## config.mk

```make
export PLATFORM = sky130hd
export DESIGN_NAME = iosr_top
export DESIGN_NICKNAME = d
export VERILOG_FILES = /design/src/pkg/iosr_pkg.sv /design/src/design/iosr_top.sv
export SDC_FILE = /design/constraint.sdc
export NUM_CORES = 1
export LEC_CHECK = 0
export ABC_AREA = 0
export BUFFER_PORTS_ARGS = -buffer_cell sky130_fd_sc_hd__buf_2
export CORE_MARGIN = 5
export CORE_UTILIZATION = 61
export CTS_CLUSTER_SIZE = 40
export DETAILED_ROUTE_END_ITERATION = 16
export PLACE_DENSITY_LB_ADDON = 0.3
export SKIP_LAST_GASP = 1
export SLEW_MARGIN = 20
export SYNTH_ARGS = -nofsm -noshare
export SYNTH_HDL_FRONTEND = slang
export SYNTH_SLANG_ARGS = --single-unit
```

## constraint.sdc

```tcl
create_clock -name i_core_clk -period 3.3 [get_ports i_core_clk]
set_input_delay 0.165 -clock i_core_clk [delete_from_list [all_inputs] [get_ports i_core_clk]]
set_output_delay 0.165 -clock i_core_clk [all_outputs]
set_load 0.02 [all_outputs]
```

## src/pkg/iosr_pkg.sv

```systemverilog
package iosr_pkg;
  localparam int unsigned NUM_CH        = 4;
  localparam int unsigned DATA_W        = 16;
  localparam int unsigned ADDR_W        = 8;
  localparam int unsigned SEL_W         = 4;
  localparam int unsigned DEB_W         = 4;

  localparam logic [ADDR_W-1:0] ADDR_INPUT_STATES = 8'h25;
  localparam logic [ADDR_W-1:0] ADDR_CONV_BASE    = 8'h26;
  localparam logic [ADDR_W-1:0] ADDR_CONV_LAST    = 8'h29;
  localparam logic [ADDR_W-1:0] ADDR_DIAG_BASE    = 8'h2A;
  localparam logic [ADDR_W-1:0] ADDR_DIAG_LAST    = 8'h2D;
  localparam logic [ADDR_W-1:0] ADDR_ALERT_FLAGS  = 8'h2E;

  localparam logic [DATA_W-1:0] RESULT_RESET      = 16'h0000;
  localparam logic [DATA_W-1:0] ALERT_RESET       = 16'h8000;
  localparam logic [DATA_W-1:0] ALERT_IMPL_MASK   = 16'hFE00;

  localparam int unsigned BIT_RESET_SEEN      = 15;
  localparam int unsigned BIT_CAL_STORE_FAULT = 14;
  localparam int unsigned BIT_FRAME_CHECK     = 13;
  localparam int unsigned BIT_CLOCK_COUNT     = 12;
  localparam int unsigned BIT_CONV_SAT        = 11;
  localparam int unsigned BIT_CONV_RANGE      = 10;
  localparam int unsigned BIT_ANALOG_SUPPLY   = 9;

  localparam logic [SEL_W-1:0] SRC_ANALOG_GND  = 4'h0;
  localparam logic [SEL_W-1:0] SRC_LAST_LISTED = 4'hE;

  localparam int unsigned CLK_PERIOD_PS    = 4000;
  localparam int unsigned DEB_TICK_NS      = 1000;
  localparam int unsigned DEB_TICK_CYCLES  = (DEB_TICK_NS * 1000) / CLK_PERIOD_PS;
  localparam int unsigned TICK_W           = 8;

  typedef enum logic [1:0] {
    IOSR_DEB_STABLE,
    IOSR_DEB_COUNTING
  } iosr_deb_state_t;
endpackage

```

## src/design/iosr_top.sv

```systemverilog
`timescale 1ns/10ps
module iosr_top
  import iosr_pkg::*;
(
  input  wire logic                    i_core_clk,
  input  wire logic                    i_resetn,
  input  wire logic                    i_reg_rd,
  input  wire logic                    i_reg_wr,
  input  wire logic [ADDR_W-1:0]       i_reg_addr,
  input  wire logic [DATA_W-1:0]       i_reg_wdata,
  output logic      [DATA_W-1:0]       o_reg_rdata,
  output logic                         o_reg_rvalid,
  input  wire logic [NUM_CH-1:0]       i_input_compare,
  input  wire logic [NUM_CH*DEB_W-1:0] i_debounce_time,
  input  wire logic                    i_conv_valid,
  input  wire logic [1:0]              i_conv_channel,
  input  wire logic [DATA_W-1:0]       i_conv_data,
  input  wire logic                    i_diag_valid,
  input  wire logic [1:0]              i_diag_slot,
  input  wire logic [DATA_W-1:0]       i_diag_data,
  input  wire logic [NUM_CH*SEL_W-1:0] i_diag_source_select,
  output logic      [NUM_CH*SEL_W-1:0] o_diag_source,
  input  wire logic                    i_cal_refresh_done,
  input  wire logic                    i_cal_load_error,
  input  wire logic                    i_frame_check_error,
  input  wire logic                    i_clock_count_fault,
  input  wire logic                    i_converter_saturation_fault,
  input  wire logic                    i_converter_range_fault,
  input  wire logic                    i_analog_core_supply_fault,
  output logic                         o_alert
);

  function automatic logic [SEL_W-1:0] legal_source(input logic [SEL_W-1:0] code);
    legal_source = (code > SRC_LAST_LISTED) ? SRC_ANALOG_GND : code;
  endfunction

  logic [NUM_CH-1:0]       input_states;
  iosr_deb_state_t         deb_state [NUM_CH];
  logic [DEB_W-1:0]        deb_count [NUM_CH];
  logic [TICK_W-1:0]       tick_count;
  logic                    deb_tick;
  logic [DATA_W-1:0]       conv_results [NUM_CH];
  logic [DATA_W-1:0]       diag_results [NUM_CH];
  logic [DATA_W-1:0]       alert_flags;
  logic [DATA_W-1:0]       next_alert_flags;
  logic [DATA_W-1:0]       flag_set;
  logic [DATA_W-1:0]       flag_clear;
  logic [DATA_W-1:0]       next_rdata;
  logic                    early_access;

  // debounce time base; one enable pulse per tick keeps a single clock
  always_ff @(posedge i_core_clk or negedge i_resetn) begin
    if (!i_resetn) begin
      tick_count <= '0;
      deb_tick   <= 1'b0;
    end else if (tick_count == TICK_W'(DEB_TICK_CYCLES - 1)) begin
      tick_count <= '0;
      deb_tick   <= 1'b1;
    end else begin
      tick_count <= tick_count + 1'b1;
      deb_tick   <= 1'b0;
    end
  end

  // a change must persist for the programmed number of ticks; a glitch restarts it
  for (genvar ch = 0; ch < NUM_CH; ch++) begin : g_deb
    always_ff @(posedge i_core_clk or negedge i_resetn) begin
      if (!i_resetn) begin
        deb_state[ch]    <= IOSR_DEB_STABLE;
        deb_count[ch]    <= '0;
        input_states[ch] <= 1'b0;
      end else begin
        case (deb_state[ch])
          IOSR_DEB_STABLE: begin
            deb_count[ch] <= '0;
            if (i_input_compare[ch] != input_states[ch]) begin
              if (i_debounce_time[ch*DEB_W +: DEB_W] == '0) begin
                input_states[ch] <= i_input_compare[ch];
              end else begin
                deb_state[ch] <= IOSR_DEB_COUNTING;
              end
            end
          end
          IOSR_DEB_COUNTING: begin
            if (i_input_compare[ch] == input_states[ch]) begin
              deb_state[ch] <= IOSR_DEB_STABLE;
            end else if (deb_tick) begin
              if (deb_count[ch] + 1'b1 >= i_debounce_time[ch*DEB_W +: DEB_W]) begin
                input_states[ch] <= i_input_compare[ch];
                deb_state[ch]    <= IOSR_DEB_STABLE;
              end
              deb_count[ch] <= deb_count[ch] + 1'b1;
            end
          end
          default: begin
            deb_state[ch] <= IOSR_DEB_STABLE;
          end
        endcase
      end
    end
  end

  // results only move on converter strobes; bus writes never reach them
  always_ff @(posedge i_core_clk or negedge i_resetn) begin
    if (!i_resetn) begin
      for (int i = 0; i < NUM_CH; i++) begin
        conv_results[i] <= RESULT_RESET;
      end
    end else if (i_conv_valid) begin
      conv_results[i_conv_channel] <= i_conv_data;
    end
  end

  always_ff @(posedge i_core_clk or negedge i_resetn) begin
    if (!i_resetn) begin
      for (int i = 0; i < NUM_CH; i++) begin
        diag_results[i] <= RESULT_RESET;
      end
    end else if (i_diag_valid) begin
      diag_results[i_diag_slot] <= i_diag_data;
    end
  end

  always_ff @(posedge i_core_clk or negedge i_resetn) begin
    if (!i_resetn) begin
      o_diag_source <= '0;
    end else begin
      for (int i = 0; i < NUM_CH; i++) begin
        o_diag_source[i*SEL_W +: SEL_W] <= legal_source(i_diag_source_select[i*SEL_W +: SEL_W]);
      end
    end
  end

  // the host should hold off until refresh completes; if it does not, flag it
  assign early_access = (i_reg_rd || i_reg_wr) && !i_cal_refresh_done;

  always_comb begin
    flag_set = '0;
    flag_set[BIT_CAL_STORE_FAULT] = i_cal_load_error || early_access;
    flag_set[BIT_FRAME_CHECK]     = i_frame_check_error;
    flag_set[BIT_CLOCK_COUNT]     = i_clock_count_fault;
    flag_set[BIT_CONV_SAT]        = i_converter_saturation_fault;
    flag_set[BIT_CONV_RANGE]      = i_converter_range_fault;
    flag_set[BIT_ANALOG_SUPPLY]   = i_analog_core_supply_fault;
    flag_clear = (i_reg_wr && i_reg_addr == ADDR_ALERT_FLAGS) ? i_reg_wdata : '0;
    // set wins, so a persisting load error holds bit 14 against clears
    next_alert_flags = ((alert_flags & ~flag_clear) | flag_set) & ALERT_IMPL_MASK;
  end

  always_ff @(posedge i_core_clk or negedge i_resetn) begin
    if (!i_resetn) begin
      alert_flags <= ALERT_RESET;
      o_alert     <= 1'b1;
    end else begin
      alert_flags <= next_alert_flags;
      // masks are not modelled, so every implemented flag drives the alert
      o_alert     <= |next_alert_flags;
    end
  end

  always_comb begin
    next_rdata = '0;
    if (i_reg_addr == ADDR_INPUT_STATES) begin
      next_rdata[NUM_CH-1:0] = input_states;
    end else if (i_reg_addr >= ADDR_CONV_BASE && i_reg_addr <= ADDR_CONV_LAST) begin
      next_rdata = conv_results[2'(i_reg_addr - ADDR_CONV_BASE)];
    end else if (i_reg_addr >= ADDR_DIAG_BASE && i_reg_addr <= ADDR_DIAG_LAST) begin
      next_rdata = diag_results[2'(i_reg_addr - ADDR_DIAG_BASE)];
    end else if (i_reg_addr == ADDR_ALERT_FLAGS) begin
      next_rdata = alert_flags;
    end
  end

  always_ff @(posedge i_core_clk or negedge i_resetn) begin
    if (!i_resetn) begin
      o_reg_rdata  <= '0;
      o_reg_rvalid <= 1'b0;
    end else begin
      o_reg_rvalid <= i_reg_rd;
      if (i_reg_rd) begin
        o_reg_rdata <= next_rdata;
      end
    end
  end
endmodule // iosr_top

```

== Word level (Yosys, flattened, before mapping) ==
Cells that the tools add are included.

* Input bits: 109
* Register bits after elaboration: 206
* Output and inout port bits: 34
* Word-level logic and storage cells: 224

* Mux-type cells: 84
* Eq/ne operators: 47
* $add $sub $neg: 7
* Reduce and logical (&&, ||, !) cells: 34
* Bitwise logic cells: 7
* $lt $le $gt $ge: 18

{| class="wikitable"
|+ Operators with widths
! operator !! number
|-
| 2-to-1 mux 16 bit || 10
|-
| bitwise mux 64 bit || 2
|-
| binary-select mux 16 bit (select 2 bit) || 2
|-
| demux 16 bit (select 2 bit) || 2
|-
| 2-to-1 mux 4 bit || 13
|-
| inequality test 2 bit (second input constant) || 24
|-
| 2-to-1 mux 2 bit || 20
|-
| case mux 4 bit (2 select lines) || 4
|-
| inequality test 3 bit (second input constant) || 8
|-
| AND reduction 6 bit || 4
|-
| 2-to-1 mux 1 bit || 21
|-
| adder 4 x 1 -> 4 bit (second input constant) || 4
|-
| bitwise AND 16 bit || 1
|-
| equality test 8 x 6 -> 1 bit (second input constant) || 2
|-
| >= comparator 4 bit || 4
|-
| >= comparator 8 x 6 -> 1 bit (second input constant) || 2
|-
| greater-than comparator 4 bit (second input constant) || 4
|-
| <= comparator 8 x 6 -> 1 bit (second input constant) || 2
|-
| logical NOT 4 bit || 4
|-
| inverter 16 bit || 1
|-
| bitwise OR 16 x 15 -> 16 bit || 1
|-
| case mux 2 bit (2 select lines) || 4
|-
| AND reduction 4 bit || 4
|-
| >= comparator 3 bit (second input constant) || 4
|-
| other kinds (18) || 50
|}

== Depth between registers and ports, before layout ==
Gate-level depths: netlist (run 1).

* Word-level depth: 8
* Gate-level depth with buffers: 8
* Mapped depth without buffers: 7

== Worst setup path before layout (run 1) ==
No wires, ideal clock.

* Path kind: input to register
* From: in i_reg_addr[7]
* To: reg o_alert
* Slack: 1.426 ns
* Cell stages on the path: 6
* Library setup time: 0.094 ns
* Buffers on the path: 1
* Required time: 3.206 ns
* Data arrival time: 1.780 ns
* Cells stage by stage: nor4b_4 > and4_1 > buf_6 > a31oi_4 > or4_1 > or4_1

* Longest elaborated chain between the ends: 7

{| class="wikitable"
|+ RTL lines
! item !! line !! source
|-
| start, declared || iosr_top.sv:9 || <nowiki>input wire logic [ADDR_W-1:0] i_reg_addr,</nowiki>
|-
| equality test 8 x 6 -> 1 bit || iosr_top.sv:145 || <nowiki>flag_clear = (i_reg_wr && i_reg_addr == ADDR_ALERT_FLAGS) ? i_reg_wdata : '0;</nowiki>
|-
| logical AND 1 bit || iosr_top.sv:145 ||
|-
| 2-to-1 mux 16 bit || iosr_top.sv:145 ||
|-
| inverter 16 bit || iosr_top.sv:147 || <nowiki>next_alert_flags = ((alert_flags & ~flag_clear) | flag_set) & ALERT_IMPL_MASK;</nowiki>
|-
| bitwise AND 16 bit || iosr_top.sv:147 ||
|-
| bitwise OR 16 x 15 -> 16 bit || iosr_top.sv:147 ||
|-
| via next_alert_flags[15] || iosr_top.sv:45 || <nowiki>logic [DATA_W-1:0] next_alert_flags;</nowiki>
|-
| OR reduction 7 bit || iosr_top.sv:157 || <nowiki>o_alert <= |next_alert_flags;</nowiki>
|-
| end signal, assigned || iosr_top.sv:157 ||
|-
| end, declared || iosr_top.sv:30 || <nowiki>output logic o_alert</nowiki>
|}

The timed path passes the listed nets, and every way through them passes these cells.
A chain may end at the register's enable or synchronous reset.

== Worst setup path after layout (run 1) ==
* From: reg deb_count[12] (netlist bit)
* To: reg input_states[0]

* Longest elaborated chain between the ends: 4

{| class="wikitable"
|+ RTL lines
! item !! line !! source
|-
| start, declared || iosr_top.sv:39 || <nowiki>logic [DEB_W-1:0] deb_count [NUM_CH];</nowiki>
|-
| start signal, assigned by index || iosr_top.sv:92 || <nowiki>deb_count[ch] <= deb_count[ch] + 1'b1;</nowiki>
|-
| adder 4 x 1 -> 4 bit || iosr_top.sv:88 || <nowiki>if (deb_count[ch] + 1'b1 >= i_debounce_time[ch*DEB_W +: DEB_W]) begin</nowiki>
|-
| >= comparator 4 bit || iosr_top.sv:88 ||
|-
| inequality test 2 bit (no source line) || - ||
|-
| AND reduction 6 bit (no source line) || - ||
|-
| end signal, assigned by index || iosr_top.sv:78 || <nowiki>input_states[ch] <= i_input_compare[ch];</nowiki>
|-
| end signal, assigned by index || iosr_top.sv:89 || <nowiki>input_states[ch] <= i_input_compare[ch];</nowiki>
|-
| end, declared || iosr_top.sv:37 || <nowiki>logic [NUM_CH-1:0] input_states;</nowiki>
|}

No other way between the ends.

==> flow_summary.json, run 1 <==
{
  "rsz0062_at_grt": "false",
  "crit_start": "deb_count[12]",
  "numPortBuffers": 133,
  "layout.nets": 1043,
  "finalSetupViolations": 0,
  "use_met2_pct": 47.87,
  "met3_usage_pct": 4.314,
  "clockRootBuffer": "clkbuf_16",
  "grt_overflow_total": 0,
  "period_share_pct": 64.70,
  "cts.sink_count": 202,
  "gp_congestion": 0.8279,
  "endpoint": "input_states[0]",
  "layout-drive-gt1-share_pct": 37.39,
  "wire_per_inst_um": 20.43,
  "syn_area_um2": 9390,
  "grt_antenna_before_repair": 0,
  "syn_area_per_cell_um2": 13.32,
  "crit_required_ns": 3.65,
  "endpoint_kind": "flop",
  "dpl.cell_count": 1003,
  "r2r_cells": 7,
  "dp_slack_ns": 0.7565,
  "grt_usage_pct": 26.11,
  "grt_pass1_vias": 7473,
  "dpl-instance-area_um2": 10230,
  "reg2reg_to": "input_states[0]",
  "routed_via_density": 6.055,
  "cpMaxStageDelayCell": "a2111oi_0",
  "initial_core_util_pct": 62.00,
  "cts_setup_buffers": 0,
  "grt_most_used_layer": "met2",
  "startpoint_type": "flop",
  "die_x_um": 134.1,
  "synthToLayoutAreaGrowth_pct": 24.78,
  "antenna_cells_inserted": 0,
  "r2r_slack_ns": 1.16,
  "cp_cell_sequence": "ha_1 > xor2_1 > ha_1 > a211oi_1 > nor3b_1 > a2111oi_0 > a211oi_1",
  "hold_path_class": "primary input to flop",
  "die_h_um": 134.1,
  "p_per_area_nw_per_um2": 556.9,
  "worst_pin_slew_ns": 1.037,
  "fin_tns_setup_ns": 0,
  "min_period_ns": 2.135,
  "slew_headroom_pct": 30.65,
  "yosysSeqAreaShare_pct": 53.86,
  "status": "finished, final reports clean",
  "ant_nets": 0,
  "synth_top_cells_by_count": "dfrtp_1, mux2_2, inv_1",
  "worstSetupPathType": "flop to flop",
  "hold_viol_final": 0,
  "stdcell_area_um2": 11720,
  "core-area_um2": 15150,
  "fin_skew_ns": 0.004582,
  "r2r_start": "deb_count[12]",
  "io-pin-count": 143,
  "cts_tree": "done",
  "synthCells": 705,
  "drt_iter0_markers": 310,
  "postLayoutSetupSlackWorst_ns": 1.165,
  "dp_hpwl_mm": 14.64,
  "synth_edf_count": 0,
  "rows": 45,
  "synth.area.top_cells": "dfrtp_1, mux2_2, mux4_2",
  "clk_path_buf_depth": 3,
  "maxCapViolCount": 0,
  "syn_nets": 836,
  "dieArea_um2": 17970,
  "drc": 0,
  "ctsResizeCount": 0,
  "met1_usage_pct": 32.28,
  "synth_most_common_cell": "dfrtp_1",
  "fmax_mhz": 468.4,
  "cp_max_fo": 4,
  "ys_types": 49,
  "async_flop_share_pct": 100.0,
  "insertion_delay_ns": 0.49,
  "critical_path.max_stage_delay_ns": 0.48,
  "cts_hold_repair.buffers": 73,
  "totalWireLength_mm": 22.80,
  "grt_max_degree": 90,
  "vdd_drop_max_v": 0.0004953,
  "synth-warning-count": 0,
  "cts_max_level": 1,
  "synth-seq-cells": 202,
  "vias": 6757,
  "layoutNonFillerInstCount": 1116,
  "cts_buffers": 22,
  "grt_pass1_wl_mm": 37.72,
  "yosys.area.top_type": "dfrtp_1",
  "drv_slew": 0,
  "dominantRegCellSynth": "dfrtp_1",
  "dr.pass1.iters": 5,
  "clkTransAtPathRegs_ns": 0.06,
  "synth_top_area_share_pct": 53.30,
  "cp_data_arrival_time_ns": 2.48,
  "static-leakage-power_nw": 5.261
}
logic make-up after synthesis:
| kind of cell | Yosys count | share of synthesized area (%) |
|---|---|---|
| AO/OA/AOI/OAI | 111 | 8.314 |
| XOR/XNOR | 24 | 2.238 |
| adder cells (fa/ha/maj) | 22 | 2.931 |
| buffers and inverters | 64 | 2.891 |
| flip-flops | 202 | 53.86 |
| multiplexers | 160 | 23.02 |
| AND/OR/NAND/NOR | 122 | 6.742 |
worst max-delay path, delay by kind of cell (launching register included):
family	cells	cell delay, ns
compound gates	3	0.83
xor+xnor	1	0.18
fa+ha+maj	2	0.45
flops	1	0.42
simple gates	1	0.12
worst min-delay path by stage:
stage | from | end | slack (ns) | cells after the start
global route | i_input_compare[2] | input_states[2] | 0.03 | 3
detailed placement | i_resetn | deb_count[7] | 0.27 | 1
finish | i_input_compare[2] | input_states[2] | 0.02 | 3
CTS | i_reg_wdata[10] | alert_flags[10] | 0.003 | 4
global placement | i_resetn | deb_count[7] | 0.26 | 1
floorplan | i_resetn | alert_flags[10] | -0.13 | 0
flip-flops by register name (all words and copies together) (netlist names):
name           count
deb_count         16
deb_tick           1
diag_results      64
o_diag_source     16
tick_count         8
o_reg_rvalid       1
alert_flags        7
o_alert            1
input_states       4
deb_state          4
conv_results      64
o_reg_rdata       16
routing by layer:
metal	share of wire (%)	vias up
met5	0	-
met4	2.1	0
met3	5.3	40
met2	53	210
met1	39	3478
li1	-	3029
layout make-up:
cell class / count / area (um^2)
Clock inverter: 7 / 66.31
Clock buffer: 33 / 693.2
Inverter: 35 / 131.4
Tap cell: 188 / 235.2
Fill cell: 876 / 3428
Multi-Input combinational cell: 439 / 4071
Sequential cell: 202 / 5057
Timing Repair Buffer: 212 / 1463
where the power goes:
group / total [mW] / switching, mW / internal, mW
Clock: 2.52 / 0.987 / 1.53
Sequential: 3.03 / 0.206 / 2.82
Combinational: 0.980 / 0.421 / 0.560
through the flow:
step	utilization [%]	hold slack (ns)	power (mW)
floorplan	-	-0.1306	3.611
global placement	67.53	0.2589	3.872
detailed placement	67.53	0.2702	3.965
CTS	77.36	0.002871	6.538
global route	77.36	0.02789	6.788
finish	77.36	0.01837	6.525
cells in the final DEF (no fill, tap or decap), drive strengths merged, types with 22 or more instances in the layout:
master and instances:
buf 138, inv 35, dfrtp 200, dlygate4sd3 73
mux4 32, nand3 24, nor2 33, clkbuf 34
nand2 25, ha 22, mux2 128
No activity file was read; power rests on OpenSTA's default activity.
==> inputs of run 2 (changes only) <==
Settings changed: CORE_UTILIZATION 61 to 52.
Clock period 3.3 ns to 1.9 ns, I/O delays scaled along.
==> run 2 against run 1 <==
Net effect:
- combinational power increased by 78%
- cell count rose by 6.5%
- largest cell class unchanged
- non-clock buffer count rose by 31
- utilization shrank 9.7 points
- routed wire length is 2.3% higher
- first-iteration DRC count increased by 25%
- maximum frequency grew 15%
- sequential share of layout area fell by 1.4 points
- total power is 76% higher
- sequential power up 73%
- highest routed layer unchanged
- global-route usage decreased by 3.4 points
==> flow_summary.json, run 2 (same netlist as run 1, synthesis figures left out) <==
{
  "dp_slack_ns": -0.1510,
  "cts_max_level": 1,
  "startpoint_type": "flop",
  "layoutNonFillerInstCount": 1188,
  "grt_pass1_vias": 7424,
  "synthToLayoutAreaGrowth_pct": 29.06,
  "grt_usage_pct": 22.71,
  "cp_max_fo": 4,
  "crit_start": "deb_count[0]",
  "slew_headroom_pct": 56.67,
  "worst_pin_slew_ns": 0.6500,
  "cpMostUsedCell": "ha_1",
  "clkTransAtPathRegs_ns": 0.06,
  "routed_via_density": 5.743,
  "hold_viol_final": 0,
  "vias": 6823,
  "reg_top3": "conv_results: 64 flops, diag_results: 64 flops",
  "drv_slew": 0,
  "cp_cell_sequence": "ha_1 > xor2_1 > ha_1 > o21ai_1 > a21oi_2 > buf_4 > a21o_1 > o211ai_1",
  "dieArea_um2": 20850,
  "critical_path.max_stage_delay_ns": 0.41,
  "dpl-instance-area_um2": 10440,
  "fin_skew_ns": 0.007867,
  "fin_tns_setup_ns": 0,
  "cpMaxStageDelayCell": "dfrtp_1",
  "cts_buffers": 22,
  "die_h_um": 144.4,
  "clockRootBuffer": "clkbuf_16",
  "insertion_delay_ns": 0.50,
  "dp_hpwl_mm": 15.57,
  "cts.sink_count": 202,
  "cp_top_family": "compound AO/OA/AOI/OAI gates",
  "rows": 49,
  "drt_iter0_markers": 389,
  "cts_tree": "done",
  "layout_commonest_cell": "dfrtp_1",
  "status": "finished, final reports clean",
  "layout-drive-gt1-share_pct": 38.69,
  "static-leakage-power_nw": 5.407,
  "final_util_pct": 67.70,
  "maxCapViolCount": 0,
  "min_from": "i_debounce_time[14]",
  "endpoint_kind": "flop",
  "wire_per_inst_um": 19.64,
  "numPortBuffers": 133,
  "report.power.total_mw": 11.46,
  "vdd_drop_max_v": 0.0006867,
  "gp_congestion": 0.8093,
  "cp_num_buf_inv": 1,
  "stdcell_area_um2": 12120,
  "min_period_ns": 1.854,
  "dpl.cell_count": 1061,
  "r2r_start": "deb_count[0]",
  "cp_data_arrival_time_ns": 2.26,
  "antenna_cells_inserted": 0,
  "crit_required_ns": 2.31,
  "holdWs_ns": 0.02911,
  "worstSetupPathType": "flop to flop",
  "postLayoutSetupSlackWorst_ns": 0.04607,
  "io-pin-count": 143,
  "die_x_um": 144.4,
  "fmax_mhz": 539.4,
  "grt_pass1_wl_mm": 37.54,
  "core-area_um2": 17900,
  "p_per_area_nw_per_um2": 946.0,
  "grt_antenna_before_repair": 0,
  "finalSetupViolations": 0,
  "rsz0062_at_grt": "true",
  "grt_overflow_total": 0,
  "ant_nets": 0,
  "hold_path_class": "primary input to flop",
  "grt_max_degree": 58,
  "initial_core_util_pct": 52.45,
  "layout.nets": 1074,
  "drc": 0,
  "layout_common_cells": "dfrtp_1, buf_2, mux2_2, dlygate4sd3_1, inv_1",
  "dr.pass1.iters": 5,
  "clk_path_buf_depth": 3,
  "totalWireLength_mm": 23.34,
  "period_share_pct": 97.58
}
[run 2: metal layers]
layer / vias up / global-route usage, % / share of wire, %
met2: 219 / 40.48 / 52
met4: 0 / 6.284 / 1.9
li1: 3094 / - / -
met5: - / 0 / 0
met3: 38 / 3.604 / 6.2
met1: 3472 / 28.84 / 39
[run 2: cell type report]
| cell class | instances | area (um^2) |
|---|---|---|
| tap | 229 | 286.5 |
| clock inverter | 8 | 122.6 |
| multi-input combinational | 439 | 4111 |
| timing repair buffer | 243 | 1760 |
| inverter | 35 | 131.4 |
| clock buffer | 32 | 649.4 |
| sequential | 202 | 5057 |
| fill | 1263 | 5783 |
[run 2: repair_timing]
action	4_1_cts	5_1_grt
gates resized for setup	4	6
pin swaps	1	0
cloned	0	0
hold buffers	84	0
buffers inserted	1	2
endpoints found under the hold margin	312	0
endpoints found under the setup margin	2	8
[run 2: final timing paths]
| path | endpoint | slack, ns | cells after the start |
|---|---|---|---|
| max | input_states[3] | 0.05 | 8 |
| min | deb_state[0] | 0.03 | 4 |
| max reg2reg | input_states[3] | 0.05 | 8 |
| min reg2reg | tick_count[0] | 0.49 | 1 |
| max in group asynchronous | tick_count[3] | 1.08 | 3 |
| min in group asynchronous | deb_count[7] | 0.11 | 2 |
[run 2: tightest hold or removal path: stages]
cell and delay [ns]:
buf_2 0.10, inv_1 0.07, nand2_1 0.09, o311a_1 0.14
[run 2: power by group]
group / total (mW) / internal (mW) / switching [mW]
clock network: 4.49 / 2.78 / 1.71
registers: 5.24 / 4.90 / 0.340
logic: 1.74 / 1.00 / 0.732
==> inputs of run 3 (changes only) <==
Settings changed: BUFFER_PORTS_ARGS -buffer_cell sky130_fd_sc_hd__buf_2 to default, CORE_UTILIZATION 52 to 57, DONT_BUFFER_PORTS from default to 1.
==> run 3 against run 2 <==
Net effect:
- the flow now finishes with violations (hold timing)
- routed wire length shrank 6.7%
- critical path depth shrank 1
- non-clock buffer count shrank 130
- largest power group unchanged
- register-to-register slack lost 0.02 ns
==> flow_summary.json, run 3 (same netlist as run 1, synthesis figures left out) <==
{
  "status": "finished with violations",
  "violations": "hold timing",
  "reg_top3": "conv_results: 64 flops, diag_results: 64 flops",
  "fin_skew_ns": 0.005474,
  "cts_tree": "done",
  "drt_iter0_markers": 287,
  "met1_usage_pct": 28.25,
  "routed_via_density": 5.939,
  "die_x_um": 138.4,
  "hold_viol_final": 202,
  "grt_pass1_vias": 6867,
  "die_h_um": 138.4,
  "grt_overflow_total": 0,
  "cts_hold_repair.buffers": 96,
  "layout-drive-gt1-share_pct": 28.26,
  "vdd_drop_max_v": 0.0009574,
  "drc": 0,
  "multi_input_area_um2": 4170,
  "initial_core_util_pct": 57.44,
  "insertion_delay_ns": 0.50,
  "p_per_area_nw_per_um2": 960.4,
  "report.power.total_mw": 11.01,
  "slew_headroom_pct": 55.06,
  "grt_most_used_layer": "met2",
  "cts.sink_count": 202,
  "min_period_ns": 1.876,
  "grt_pass1_wl_mm": 35.93,
  "cts_max_level": 1,
  "grt_max_degree": 203,
  "cp_data_arrival_time_ns": 2.23,
  "crit_required_ns": 2.26,
  "nFillCells": 1128,
  "fmax_mhz": 533.1,
  "vias": 6230,
  "layout.nets": 944,
  "period_share_pct": 98.72,
  "grt_usage_pct": 22.75,
  "wire_per_inst_um": 20.76,
  "maxCapViolCount": 0,
  "rows": 47,
  "endpoint_kind": "flop",
  "totalWireLength_mm": 21.78,
  "worst_pin_slew_ns": 0.6719,
  "numPortBuffers": 0,
  "clk_path_buf_depth": 3,
  "met3_usage_pct": 6.215,
  "hold_path_class": "primary input to async pin",
  "io-pin-count": 143,
  "worstSetupPathType": "flop to flop",
  "gp_congestion": 0.8082,
  "cp_max_fo": 3,
  "startpoint_type": "flop",
  "use_met2_pct": 40.01,
  "drv_slew": 0,
  "layout_common_cells": "dfrtp_1, mux2_2, dlygate4sd3_1, inv_1",
  "dieArea_um2": 19140,
  "static-leakage-power_nw": 4.863,
  "rsz0062_at_grt": "true",
  "clkTransAtPathRegs_ns": 0.06,
  "dr.pass1.iters": 7,
  "synthToLayoutAreaGrowth_pct": 22.04,
  "ant_nets": 0,
  "r2r_slack_ns": 0.02,
  "layout_commonest_cell": "dfrtp_1",
  "cts_buffers": 22,
  "clockRootBuffer": "clkbuf_16",
  "layoutNonFillerInstCount": 1049,
  "core-area_um2": 16350,
  "regArea_um2": 5057,
  "fin_tns_setup_ns": 0,
  "grt_antenna_before_repair": 1,
  "dp_hpwl_mm": 13.89,
  "dpl.cell_count": 911,
  "finalSetupViolations": 0,
  "holdWs_ns": -0.7096
}
-- run 3: cell types whose count changed in the layout (fill, tap and decap cells not counted), moves of 2 or more --
cell           before  now
ha_4                1    3
clkinvlp_4          3    0
dlygate4sd3_1      84   96
clkbuf_8            5    1
buf_2             132    0
clkinv_2            2    5
buf_4              22   16
clkbuf_1            5    7
buf_12              4    0
ha_1               21   18
-- run 3: cell type report --
type / instances / share of cell area (%)
clock inverter: 8 / 1.004
timing repair buffer: 113 / 9.532
sequential: 202 / 44.13
clock buffer: 31 / 5.372
inverter: 35 / 1.146
antenna: 1 / 0.02184
tap: 220 / 2.402
multi-input combinational: 439 / 36.39
-- run 3: per-layer routing --
layer / share of wire, % / routed length (um) / vias up
met1: 38 / 8314 / 3207
met5: 0 / 0 / -
met3: 7.6 / 1648 / 29
met2: 53 / 11470 / 168
met4: 1.6 / 342 / 0
li1: - / - / 2826
-- run 3: worst max-delay path, stage by stage, from the launching register on --
cell       delay [ns]
dfrtp_1          0.42
ha_4             0.18
xor2_1           0.16
ha_2             0.20
a211oi_2         0.22
nor3b_2          0.11
a2111oi_2        0.38
a211oi_1         0.08
-- run 3: what timing repair did --
item / 4_1_cts / 5_1_grt
endpoints found under the hold margin: 382 / 202
pin swaps: 1 / 5
buffers inserted: 0 / 2
resized for setup: 4 / 15
setup endpoints to repair: 1 / 7
-- run 3: path summary, 6_finish.rpt --
check	from	end	cells after the start
worst max-delay path	deb_count[13]	input_states[0]	7
min in group i_core_clk	i_reg_addr[3]	alert_flags[15]	2
worst min-delay path	i_resetn	deb_count[7]	0
worst min register to register	conv_results[59]	conv_results[59]	1
worst max register to register	deb_count[13]	input_states[0]	7
max in group asynchronous	i_resetn	o_diag_source[13]	0
-- run 3: power breakdown --
| group | leakage [nW] | total (mW) | internal [mW] | switching, mW |
|---|---|---|---|---|
| Combinational | 2.07 | 1.42 | 0.911 | 0.508 |
| Sequential | 2.43 | 5.29 | 4.90 | 0.388 |
| Clock | 0.361 | 4.30 | 2.66 | 1.64 |
-- run 3: metrics by stage --
step                utilization, %  instance area (um^2)  setup WS, ns
finish                       70.10                 11460       0.02431
global route                 70.10                 11460       -0.1011
CTS                          69.46                 11360       0.03261
detailed placement           59.02                  9648      -0.08683
global placement             59.02                  9648      -0.04694
floorplan                        -                  9390       0.04488
